[config.mk]
export PLATFORM = sky130hd
export DESIGN_NAME = orx_exec
export DESIGN_NICKNAME = d
export VERILOG_FILES = /design/src/design/orx_pkg.sv /design/src/design/orx_exec.sv /design/src/design/orx_phase_gen.sv
export VERILOG_INCLUDE_DIRS = /design/src /design/src/design
export SDC_FILE = /design/constraint.sdc
export NUM_CORES = 1
export LEC_CHECK = 0
export BUFFER_PORTS_ARGS = -buffer_cell sky130_fd_sc_hd__buf_2
export CAP_MARGIN = 40
export CORE_MARGIN = 2
export CORE_UTILIZATION = 50
export CTS_CLUSTER_DIAMETER = 60
export DETAILED_ROUTE_END_ITERATION = 8
export GPL_TIMING_DRIVEN = 0
export PLACE_DENSITY = 0.82
export SLEW_MARGIN = 20
export SYNTH_ARGS = -nofsm -noshare
export SYNTH_HDL_FRONTEND = slang
export SYNTH_SLANG_ARGS = --single-unit
[constraint.sdc]
create_clock -name core_clk -period 3.6 [get_ports core_clk]
set_clock_uncertainty 0.2 [all_clocks]
set_input_delay 0.36 -clock core_clk [delete_from_list [all_inputs] [get_ports core_clk]]
set_output_delay 0.36 -clock core_clk [all_outputs]
set_load 0.01 [all_outputs]
[src/design/orx_params.svh]
// Purpose: constants for the or/move/pointer-load execute block
// Assumes: 16-bit instruction words, 8-bit data path
// Notes: definitions only
`ifndef ORX_PARAMS_SVH
`define ORX_PARAMS_SVH
`define ORX_OP_IORL 8'h09
`define ORX_OP6_IORF 6'h04
`define ORX_OP6_MOVE 6'h14
`define ORX_OP_LPTR1 8'hee
`define ORX_OP_LPTR2 8'hf0
`define ORX_LPTR1_ZERO 2'h0
`define ORX_ACCESS_BANK 4'h0
`define ORX_NUM_PTR 3
`define ORX_W_RESET 8'h00
`define ORX_BANK_RESET 4'h0
`define ORX_PTR_RESET 12'h000
`endif

[src/design/orx_pkg.sv]
// Purpose: types for the or/move/pointer-load execute block
// Assumes: one instruction cycle = four phases
// Notes: none
package orx_pkg;
   typedef enum logic [3:0] {
      ORX_PH_DECODE = 4'b0001,
      ORX_PH_READ = 4'b0010,
      ORX_PH_PROC = 4'b0100,
      ORX_PH_WRITE = 4'b1000
   } orx_phase_e;
   typedef logic [7:0] orx_byte_t;
   typedef logic [15:0] orx_word_t;
   typedef logic [11:0] orx_ptr_t;
endpackage : orx_pkg

[src/design/orx_exec.sv]
// Purpose: decode and execute literal OR, file OR, file move and two-word pointer load
// Assumes: instr is steady during each four-phase cycle; file data answers in the read phase
// Notes: file memory sits outside; this block issues read and write strobes
//
// Contract
// - opcode 09: OR literal into work register
// - OR and move set sign, zero; pointer load none
// - file OR, destination bit picks work or file
// - file move, destination bit picks work or file
// - access bit 0 common bank, 1 bank register
// - eight-bit offset within chosen 256-byte bank
// - pointer load: 12-bit literal into pointer 0..2
// - pointer load decoded as two words
`timescale 1ns/10ps
`include "orx_params.svh"
module orx_exec (
   input wire logic core_clk,
   input wire logic resetn,
   input wire orx_pkg::orx_word_t instr,
   input wire logic [3:0] bank_select_register,
   input wire orx_pkg::orx_byte_t file_rdata,
   output logic [11:0] file_addr,
   output logic file_rd,
   output logic file_wr,
   output orx_pkg::orx_byte_t file_wdata,
   output orx_pkg::orx_byte_t work_reg,
   output logic sign_flag,
   output logic zero_flag,
   output orx_pkg::orx_ptr_t pointer_0,
   output orx_pkg::orx_ptr_t pointer_1,
   output orx_pkg::orx_ptr_t pointer_2,
   output logic illegal_op
);
   import orx_pkg::*;

   // ====================================================================
   // phase sequencing
   orx_phase_e phase;
   orx_phase_gen i_orx_phase_gen (
      .core_clk(core_clk),
      .resetn(resetn),
      .phase(phase)
   );
   wire ph_dec = (phase == ORX_PH_DECODE);
   wire ph_read = (phase == ORX_PH_READ);
   wire ph_proc = (phase == ORX_PH_PROC);
   wire ph_write = (phase == ORX_PH_WRITE);

   // ====================================================================
   // decode
   function automatic logic [11:0] bank_addr(input logic acc, input logic [3:0] bank,
                                             input logic [7:0] off);
      bank_addr = {(acc ? bank : `ORX_ACCESS_BANK), off};
   endfunction : bank_addr

   // sign and zero flags of an eight-bit result
   function automatic logic [1:0] nz_flags(input logic [7:0] v);
      nz_flags = {v[7], (v == 8'h00)};
   endfunction : nz_flags

   // operation held from decode to write; the codes are arbitrary
   localparam logic [2:0] OP_NONE = 3'h0;
   localparam logic [2:0] OP_LIT_OR = 3'h1;
   localparam logic [2:0] OP_FILE_OR = 3'h2;
   localparam logic [2:0] OP_FILE_MOVE = 3'h3;
   localparam logic [2:0] OP_PTR_HIGH = 3'h4;
   localparam logic [2:0] OP_PTR_LOW = 3'h5;

   // set between the two words of a pointer load
   logic second_r;
   logic second_nxt;
   logic [1:0] sel_r;
   orx_byte_t w_r;
   orx_byte_t res_r;
   logic sgn_r;
   logic zro_r;
   orx_ptr_t ptr_r [0:`ORX_NUM_PTR-1];
   logic [11:0] addr_r;
   logic rd_r;
   logic wr_r;
   orx_byte_t wdata_r;
   logic ill_r;
   logic [2:0] op_r;

   wire is_iorl = (instr[15:8] == `ORX_OP_IORL);
   wire is_iorf = (instr[15:10] == `ORX_OP6_IORF);
   wire is_move = (instr[15:10] == `ORX_OP6_MOVE);
   wire is_lp1 = (instr[15:8] == `ORX_OP_LPTR1) && (instr[7:6] == `ORX_LPTR1_ZERO)
                 && (instr[5:4] != 2'h3);
   wire is_lp2 = (instr[15:8] == `ORX_OP_LPTR2);
   wire dest_file = instr[9];
   wire acc_bit = instr[8];
   wire [1:0] ptr_sel = instr[5:4];
   wire [3:0] lit_hi = instr[3:0];
   wire [7:0] lit_lo = instr[7:0];
   wire [11:0] f_addr = bank_addr(acc_bit, bank_select_register, lit_lo);
   wire [2:0] op_first = is_iorl ? OP_LIT_OR :
                         is_iorf ? OP_FILE_OR :
                         is_move ? OP_FILE_MOVE :
                         is_lp1 ? OP_PTR_HIGH : OP_NONE;
   wire [2:0] op_second = is_lp2 ? OP_PTR_LOW : OP_NONE;
   wire [2:0] op_dec = second_r ? op_second : op_first;
   wire bad_dec = (op_dec == OP_NONE);
   wire dec_file = (op_dec == OP_FILE_OR) || (op_dec == OP_FILE_MOVE);
   wire op_lit = (op_r == OP_LIT_OR);
   wire op_move = (op_r == OP_FILE_MOVE);
   wire op_phi = (op_r == OP_PTR_HIGH);
   wire op_plo = (op_r == OP_PTR_LOW);
   wire file_op = (op_r == OP_FILE_OR) || op_move;
   wire [7:0] operand = file_op ? file_rdata : lit_lo;
   wire [7:0] result = op_move ? operand : (w_r | operand);
   wire flags_upd = op_lit || file_op;
   wire wr_work = op_lit || (file_op && !dest_file);
   wire wr_file = file_op && dest_file;
   wire [1:0] res_nz = nz_flags(res_r);
   wire ptr_hi_wr = ph_write && op_phi;
   wire ptr_lo_wr = ph_write && op_plo;

   assign second_nxt = ph_write ? op_phi : second_r;

   // ====================================================================
   // sequencing of one instruction cycle
   always_ff @(posedge core_clk or negedge resetn) begin
      if (!resetn) begin
         op_r <= 3'h0;
         ill_r <= 1'b0;
         addr_r <= 12'h000;
         rd_r <= 1'b0;
      end else if (ph_dec) begin
         op_r <= op_dec;
         ill_r <= bad_dec;
         addr_r <= f_addr;
         rd_r <= dec_file;
      end else if (ph_read) begin
         rd_r <= 1'b0;
      end
   end

   always_ff @(posedge core_clk or negedge resetn) begin
      if (!resetn) begin
         res_r <= 8'h00;
      end else if (ph_read) begin
         res_r <= result;
      end
   end

   always_ff @(posedge core_clk or negedge resetn) begin
      if (!resetn) begin
         wr_r <= 1'b0;
         wdata_r <= 8'h00;
      end else if (ph_proc) begin
         wr_r <= wr_file;
         wdata_r <= res_r;
      end else begin
         wr_r <= 1'b0;
      end
   end

   // ====================================================================
   // working register and flags
   always_ff @(posedge core_clk or negedge resetn) begin
      if (!resetn) begin
         w_r <= `ORX_W_RESET;
         sgn_r <= 1'b0;
         zro_r <= 1'b0;
      end else if (ph_write) begin
         if (wr_work) begin
            w_r <= res_r;
         end
         if (flags_upd) begin
            sgn_r <= res_nz[1];
            zro_r <= res_nz[0];
         end
      end
   end

   // ====================================================================
   // pointer load sequencing
   always_ff @(posedge core_clk or negedge resetn) begin
      if (!resetn) begin
         second_r <= 1'b0;
         sel_r <= 2'h0;
      end else begin
         second_r <= second_nxt;
         if (ptr_hi_wr) begin
            sel_r <= ptr_sel;
         end
      end
   end

   // ====================================================================
   // pointer registers: high four bits in the first cycle, low byte in the second
   always_ff @(posedge core_clk or negedge resetn) begin
      if (!resetn) begin
         for (int i = 0; i < `ORX_NUM_PTR; i++) begin
            ptr_r[i] <= `ORX_PTR_RESET;
         end
      end else if (ph_write) begin
         for (int i = 0; i < `ORX_NUM_PTR; i++) begin
            if (ptr_hi_wr && ptr_sel == 2'(i)) begin
               ptr_r[i][11:8] <= lit_hi;
            end
            if (ptr_lo_wr && sel_r == 2'(i)) begin
               ptr_r[i][7:0] <= lit_lo;
            end
         end
      end
   end

   // ====================================================================
   // outputs, each straight from a flip-flop
   assign file_addr = addr_r;
   assign file_rd = rd_r;
   assign file_wr = wr_r;
   assign file_wdata = wdata_r;
   assign work_reg = w_r;
   assign sign_flag = sgn_r;
   assign zero_flag = zro_r;
   assign pointer_0 = ptr_r[0];
   assign pointer_1 = ptr_r[1];
   assign pointer_2 = ptr_r[2];
   assign illegal_op = ill_r;
endmodule : orx_exec

[src/design/orx_phase_gen.sv]
// Purpose: four-phase sequencer of the instruction cycle
// Assumes: one clock, phase advances every clock
// Notes: phase is one-hot, decode phase after reset
`timescale 1ns/10ps
module orx_phase_gen (
   input wire logic core_clk,
   input wire logic resetn,
   output orx_pkg::orx_phase_e phase
);
   import orx_pkg::*;
   orx_phase_e phase_r;
   orx_phase_e phase_nxt;
   always_comb begin
      case (phase_r)
         ORX_PH_DECODE: phase_nxt = ORX_PH_READ;
         ORX_PH_READ: phase_nxt = ORX_PH_PROC;
         ORX_PH_PROC: phase_nxt = ORX_PH_WRITE;
         ORX_PH_WRITE: phase_nxt = ORX_PH_DECODE;
         default: phase_nxt = ORX_PH_DECODE;
      endcase
   end
   always_ff @(posedge core_clk or negedge resetn) begin
      if (!resetn) begin
         phase_r <= ORX_PH_DECODE;
      end else begin
         phase_r <= phase_nxt;
      end
   end
   assign phase = phase_r;
endmodule : orx_phase_gen

==> load_flow_metrics.sql <==
INSERT INTO impl_metrics (metric_group, metric, value, unit) VALUES
('synth', 'netlist-cell-type-count', '35', ''),
('min_path', 'min-delay-path-class', 'input pin to flop', ''),
('sta', 'layout_worst_path_cycle_share', '0.740', ''),
('clock_tree', 'clock-root-buffer', 'sky130_fd_sc_hd__clkbuf_8', ''),
('die', 'die-width', '88.9', 'um'),
('sta', 'slew_violations', '0', ''),
('global_routing', 'globalRoute.totalOverflow', '0', ''),
('sta', 'fin_setup_tns', '0', 'ps'),
('global_routing', 'grt_pass1_wl', '13.5', 'mm'),
('clock_tree', 'clk-insertion-delay-late', '350', 'ps'),
('sta', 'max_freq', '0.375', 'GHz'),
('power', 'p_leak', '0.00218', 'uW'),
('placement', 'dp_hpwl', '5.85', 'mm'),
('synth', 'yosysWarnings', '0', ''),
('clock_tree', 'clkSlewWorstSetupHoldPaths', '90', 'ps'),
('worst_setup_path', 'crit_path_end_kind', 'flop', ''),
('synth', 'post_synth.cell_area_avg', '12.6', 'um^2'),
('drt', 'drt-wirelength-per-cell', '16.8', 'um'),
('drt', 'drt_iter0_markers', '142', ''),
('finish', 'synthToLayoutAreaGrowth', '23.1', '%'),
('finish', 'num-nets-final', '426', ''),
('drt', 'routed_vias', '2638', ''),
('sta', 'hold_violations', '0', ''),
('synth', 'synth.yosys.seq_area_share', '0.605', ''),
('finish', 'drive_above_1_share', '0.449', ''),
('die', 'die_h', '88.9', 'um'),
('power', 'power.sequential.fraction', '0.548', ''),
('worst_setup_path', 'worst_r2r_path_depth', '6', ''),
('clock_tree', 'tritoncts.num_buffers', '9', ''),
('drt', 'route.detailed.drc', '0', ''),
('power', 'vdd.ir_drop.worst', '0.268', 'mV'),
('synth', 'synth_area', '3600', 'um^2'),
('die', 'die-area', '7900', 'um^2'),
('clock_tree', 'cts_sink_cnt', '87', ''),
('worst_setup_path', 'crit_path_start_kind', 'flop', ''),
('finish', 'antenna_diodes', '0', ''),
('sta', 'period_minus_slack', '2670', 'ps'),
('power', 'swShare', '0.261', ''),
('global_routing', 'number_of_antenna_violations_at_the_first_check_in_global_routing', '0', ''),
('synth', 'synthFlopType', 'sky130_fd_sc_hd__dfrtp_1', ''),
('power', 'power_frac_clock', '0.340', ''),
('min_path', 'holdCritStartpoint', 'bank_select_register[0]', ''),
('synth', 'synth.net_count', '317', ''),
('worst_setup_path', 'worst-setup-path-type', 'flop to flop', ''),
('power', 'net-switching-power', '517', 'uW'),
('global_routing', 'first_global_vias', '2698', ''),
('drt', 'detail_route.first_pass.iterations', '4', ''),
('global_routing', 'grt_start_max_net_pins', '46', ''),
('min_path', 'worst_min_delay_path_endpoint', 'file_addr[8]', ''),
('flow_run', 'max_cap_viols', '0', ''),
('drt', 'ant_nets', '0', ''),
('placement', 'dp_worst_setup_slack', '980', 'ps'),
('drt', 'drt-vias-per-instance', '5.31', ''),
('placement', 'globalplace.congestion', '0.827', ''),
('sta', 'setup_viol', '0', ''),
('clock_tree', 'cts_tree', 'yes', ''),
('drt', 'route.final.wire_length', '8.33', 'mm'),
('worst_setup_path', 'peak_fanout_along_the_critical_path', '6', ''),
('power', 'power_report.internal_total', '1470', 'uW'),
('synth', 'async_flop_share', '1.00', ''),
('worst_setup_path', 'timing.critical_path.arrival', '2700', 'ps'),
('worst_setup_path', 'crit-reg2reg-capture', 'pointer_2[8]', ''),
('die', 'core.rowCount', '30', ''),
('global_routing', 'track_usage', '0.230', ''),
('power', 'p_total', '1980', 'uW'),
('sta', 'layout_setup_ws', '935', 'ps'),
('sta', 'worst_pin_slew', '723', 'ps'),
('min_path', 'whs_path_depth', '3', ''),
('worst_setup_path', 'worst-endpoint-required', '3630', 'ps'),
('die', 'core_area', '6870', 'um^2'),
('worst_setup_path', 'timing.reg2reg.setup_slack', '930', 'ps'),
('run_status', 'run_status', 'finished clean', ''),
('synth', 'number_of_enable_flip_flop_cells_after_synthesis', '0', ''),
('die', 'io_pins', '99', ''),
('placement', 'numPortBuffers', '96', ''),
('synth', 'ys_ff_latch', '87', ''),
('power', 'power.combinational.fraction', '0.112', ''),
('clock_tree', 'cts-htree-levels', '3', ''),
('die', 'effective_utilization_at_floorplan', '0.525', ''),
('sta', 'timing.max_slew.rel_slack', '0.518', ''),
('sta', 'setup_repair_after_global_routing_missed_its_margin', 'no', ''),
('power', 'power.density_cell_area', '447', 'nW/um^2'),
('clock_tree', 'cts_resized', '0', ''),
('synth', 'netlist_instances', '287', ''),
('worst_setup_path', 'timing.rr.start', 'i_orx_phase_gen.phase[1]', ''),
('clock_tree', 'cts.path.max_buffers', '2', '');
[critical path: stages (launching register included)]
cell,delay [ps]
sky130_fd_sc_hd__dfrtp_1,410
sky130_fd_sc_hd__or4b_1,510
sky130_fd_sc_hd__buf_2,160
sky130_fd_sc_hd__or4_1,430
sky130_fd_sc_hd__buf_6,170
sky130_fd_sc_hd__nor3b_4,280
sky130_fd_sc_hd__mux2_2,380
[cell usage after synthesis (2+ instances only)]
| cell | count | share of area |
|---|---|---|
| sky130_fd_sc_hd__dfrtp_1 | 86 | 0.60 |
| sky130_fd_sc_hd__mux2_2 | 57 | 0.18 |
| sky130_fd_sc_hd__nand2_1 | 50 | 0.052 |
| sky130_fd_sc_hd__nor3_1 | 16 | 0.022 |
| sky130_fd_sc_hd__nor2b_1 | 10 | 0.017 |
| sky130_fd_sc_hd__clkbuf_1 | 9 | 0.0094 |
| sky130_fd_sc_hd__nand3_1 | 7 | 0.0097 |
| sky130_fd_sc_hd__o31ai_1 | 7 | 0.015 |
| sky130_fd_sc_hd__nor2_1 | 5 | 0.0052 |
| sky130_fd_sc_hd__inv_1 | 4 | 0.0042 |
| sky130_fd_sc_hd__o21ai_0 | 4 | 0.0056 |
| sky130_fd_sc_hd__nand3b_1 | 3 | 0.0062 |
| sky130_fd_sc_hd__nor4_1 | 3 | 0.0052 |
| sky130_fd_sc_hd__a21oi_1 | 2 | 0.0028 |
| sky130_fd_sc_hd__and4b_1 | 2 | 0.0056 |
| sky130_fd_sc_hd__nor3b_4 | 2 | 0.010 |
| sky130_fd_sc_hd__or4b_2 | 2 | 0.0056 |
[how the worst max path moves through the flow]
stage / start / to / slack (ps) / cells past startpoint
6_report: i_orx_phase_gen.phase[1] / pointer_2[8] / 930 / 6
3_3_place_gp: i_orx_phase_gen.phase[1] / pointer_1[10] / 1000 / 6
3_5_place_dp: i_orx_phase_gen.phase[1] / pointer_2[8] / 980 / 6
4_1_cts: i_orx_phase_gen.phase[1] / pointer_2[8] / 930 / 6
2_1_floorplan: i_orx_phase_gen.phase[1] / pointer_1[10] / 1100 / 6
5_1_grt: i_orx_phase_gen.phase[1] / pointer_1[8] / 850 / 6
[layout make-up]
cell class | instances | area, um^2
Timing Repair Buffer | 98 | 513
Sequential cell | 87 | 2180
Buffer | 12 | 53.8
Inverter | 5 | 18.8
Multi-Input combinational cell | 183 | 1350
Fill cell | 547 | 2430
Tap cell | 96 | 120
Clock inverter | 7 | 73.8
Clock buffer | 9 | 124
[power groups by stage]
stage | Combinational, uW | Sequential (uW) | Clock, uW
5_1_grt | 247 | 1090 | 732
2_1_floorplan | 80.1 | 1120 | 0
4_1_cts | 225 | 1090 | 685
3_3_place_gp | 213 | 1100 | 0
6_report | 222 | 1090 | 675
3_5_place_dp | 224 | 1100 | 0
[kinds of logic (layout without fill, tap and decap cells)]
| family | count (synthesis) | in the layout | share of synthesized area |
|---|---|---|---|
| flip-flops | 87 | 87 | 0.605 |
| AND/OR/NAND/NOR | 108 | 108 | 0.163 |
| buffers and inverters | 17 | 131 | 0.0201 |
| AO/OA/AOI/OAI | 17 | 17 | 0.0319 |
| multiplexers | 58 | 58 | 0.181 |
[what timing repair did]
| action | 4_1_cts | 5_1_grt |
|---|---|---|
| hold buffers | 1 | 0 |
| endpoints found under the hold margin | 42 | 0 |
| buffers inserted | 0 | 0 |
[per-stage QoR]
stage,cells,hold slack [ps],utilization,instance area (um^2)
detailed placement,480,184,0.615,4230
CTS,497,25.6,0.646,4430
global placement,479,247,0.612,4200
finish,497,35.7,0.646,4430
global route,497,45.1,0.646,4430
floorplan,287,-136,-,3600
[layer usage]
layer | vias to the layer above | global-route usage | part of all wire
li1 | 1224 | - | -
met2 | 91 | 0.355 | 0.49
met5 | - | 0 | 0
met3 | 17 | 0.0499 | 0.064
met1 | 1306 | 0.314 | 0.43
met4 | 0 | 0.103 | 0.021
[cells in the final DEF, fill, tap and decap left out, types with 2 or more instances in the layout]
cell / synthesis / final
sky130_fd_sc_hd__buf_2: 1 / 96
sky130_fd_sc_hd__dfrtp_1: 86 / 86
sky130_fd_sc_hd__mux2_2: 57 / 57
sky130_fd_sc_hd__nand2_1: 50 / 50
sky130_fd_sc_hd__nor3_1: 16 / 16
sky130_fd_sc_hd__nor2b_1: 10 / 10
sky130_fd_sc_hd__clkbuf_1: 9 / 9
sky130_fd_sc_hd__clkbuf_8: 0 / 9
sky130_fd_sc_hd__nand3_1: 7 / 7
sky130_fd_sc_hd__o31ai_1: 7 / 7
sky130_fd_sc_hd__nor2_1: 5 / 5
sky130_fd_sc_hd__inv_1: 4 / 4
sky130_fd_sc_hd__o21ai_0: 4 / 4
sky130_fd_sc_hd__nand3b_1: 3 / 3
sky130_fd_sc_hd__nor4_1: 3 / 3
sky130_fd_sc_hd__clkinv_4: 0 / 3
sky130_fd_sc_hd__or4b_2: 2 / 2
sky130_fd_sc_hd__nor3b_4: 2 / 2
sky130_fd_sc_hd__and4b_1: 2 / 2
sky130_fd_sc_hd__a21oi_1: 2 / 2
sky130_fd_sc_hd__clkinv_2: 0 / 2
No activity file was read; power rests on OpenSTA's default activity.
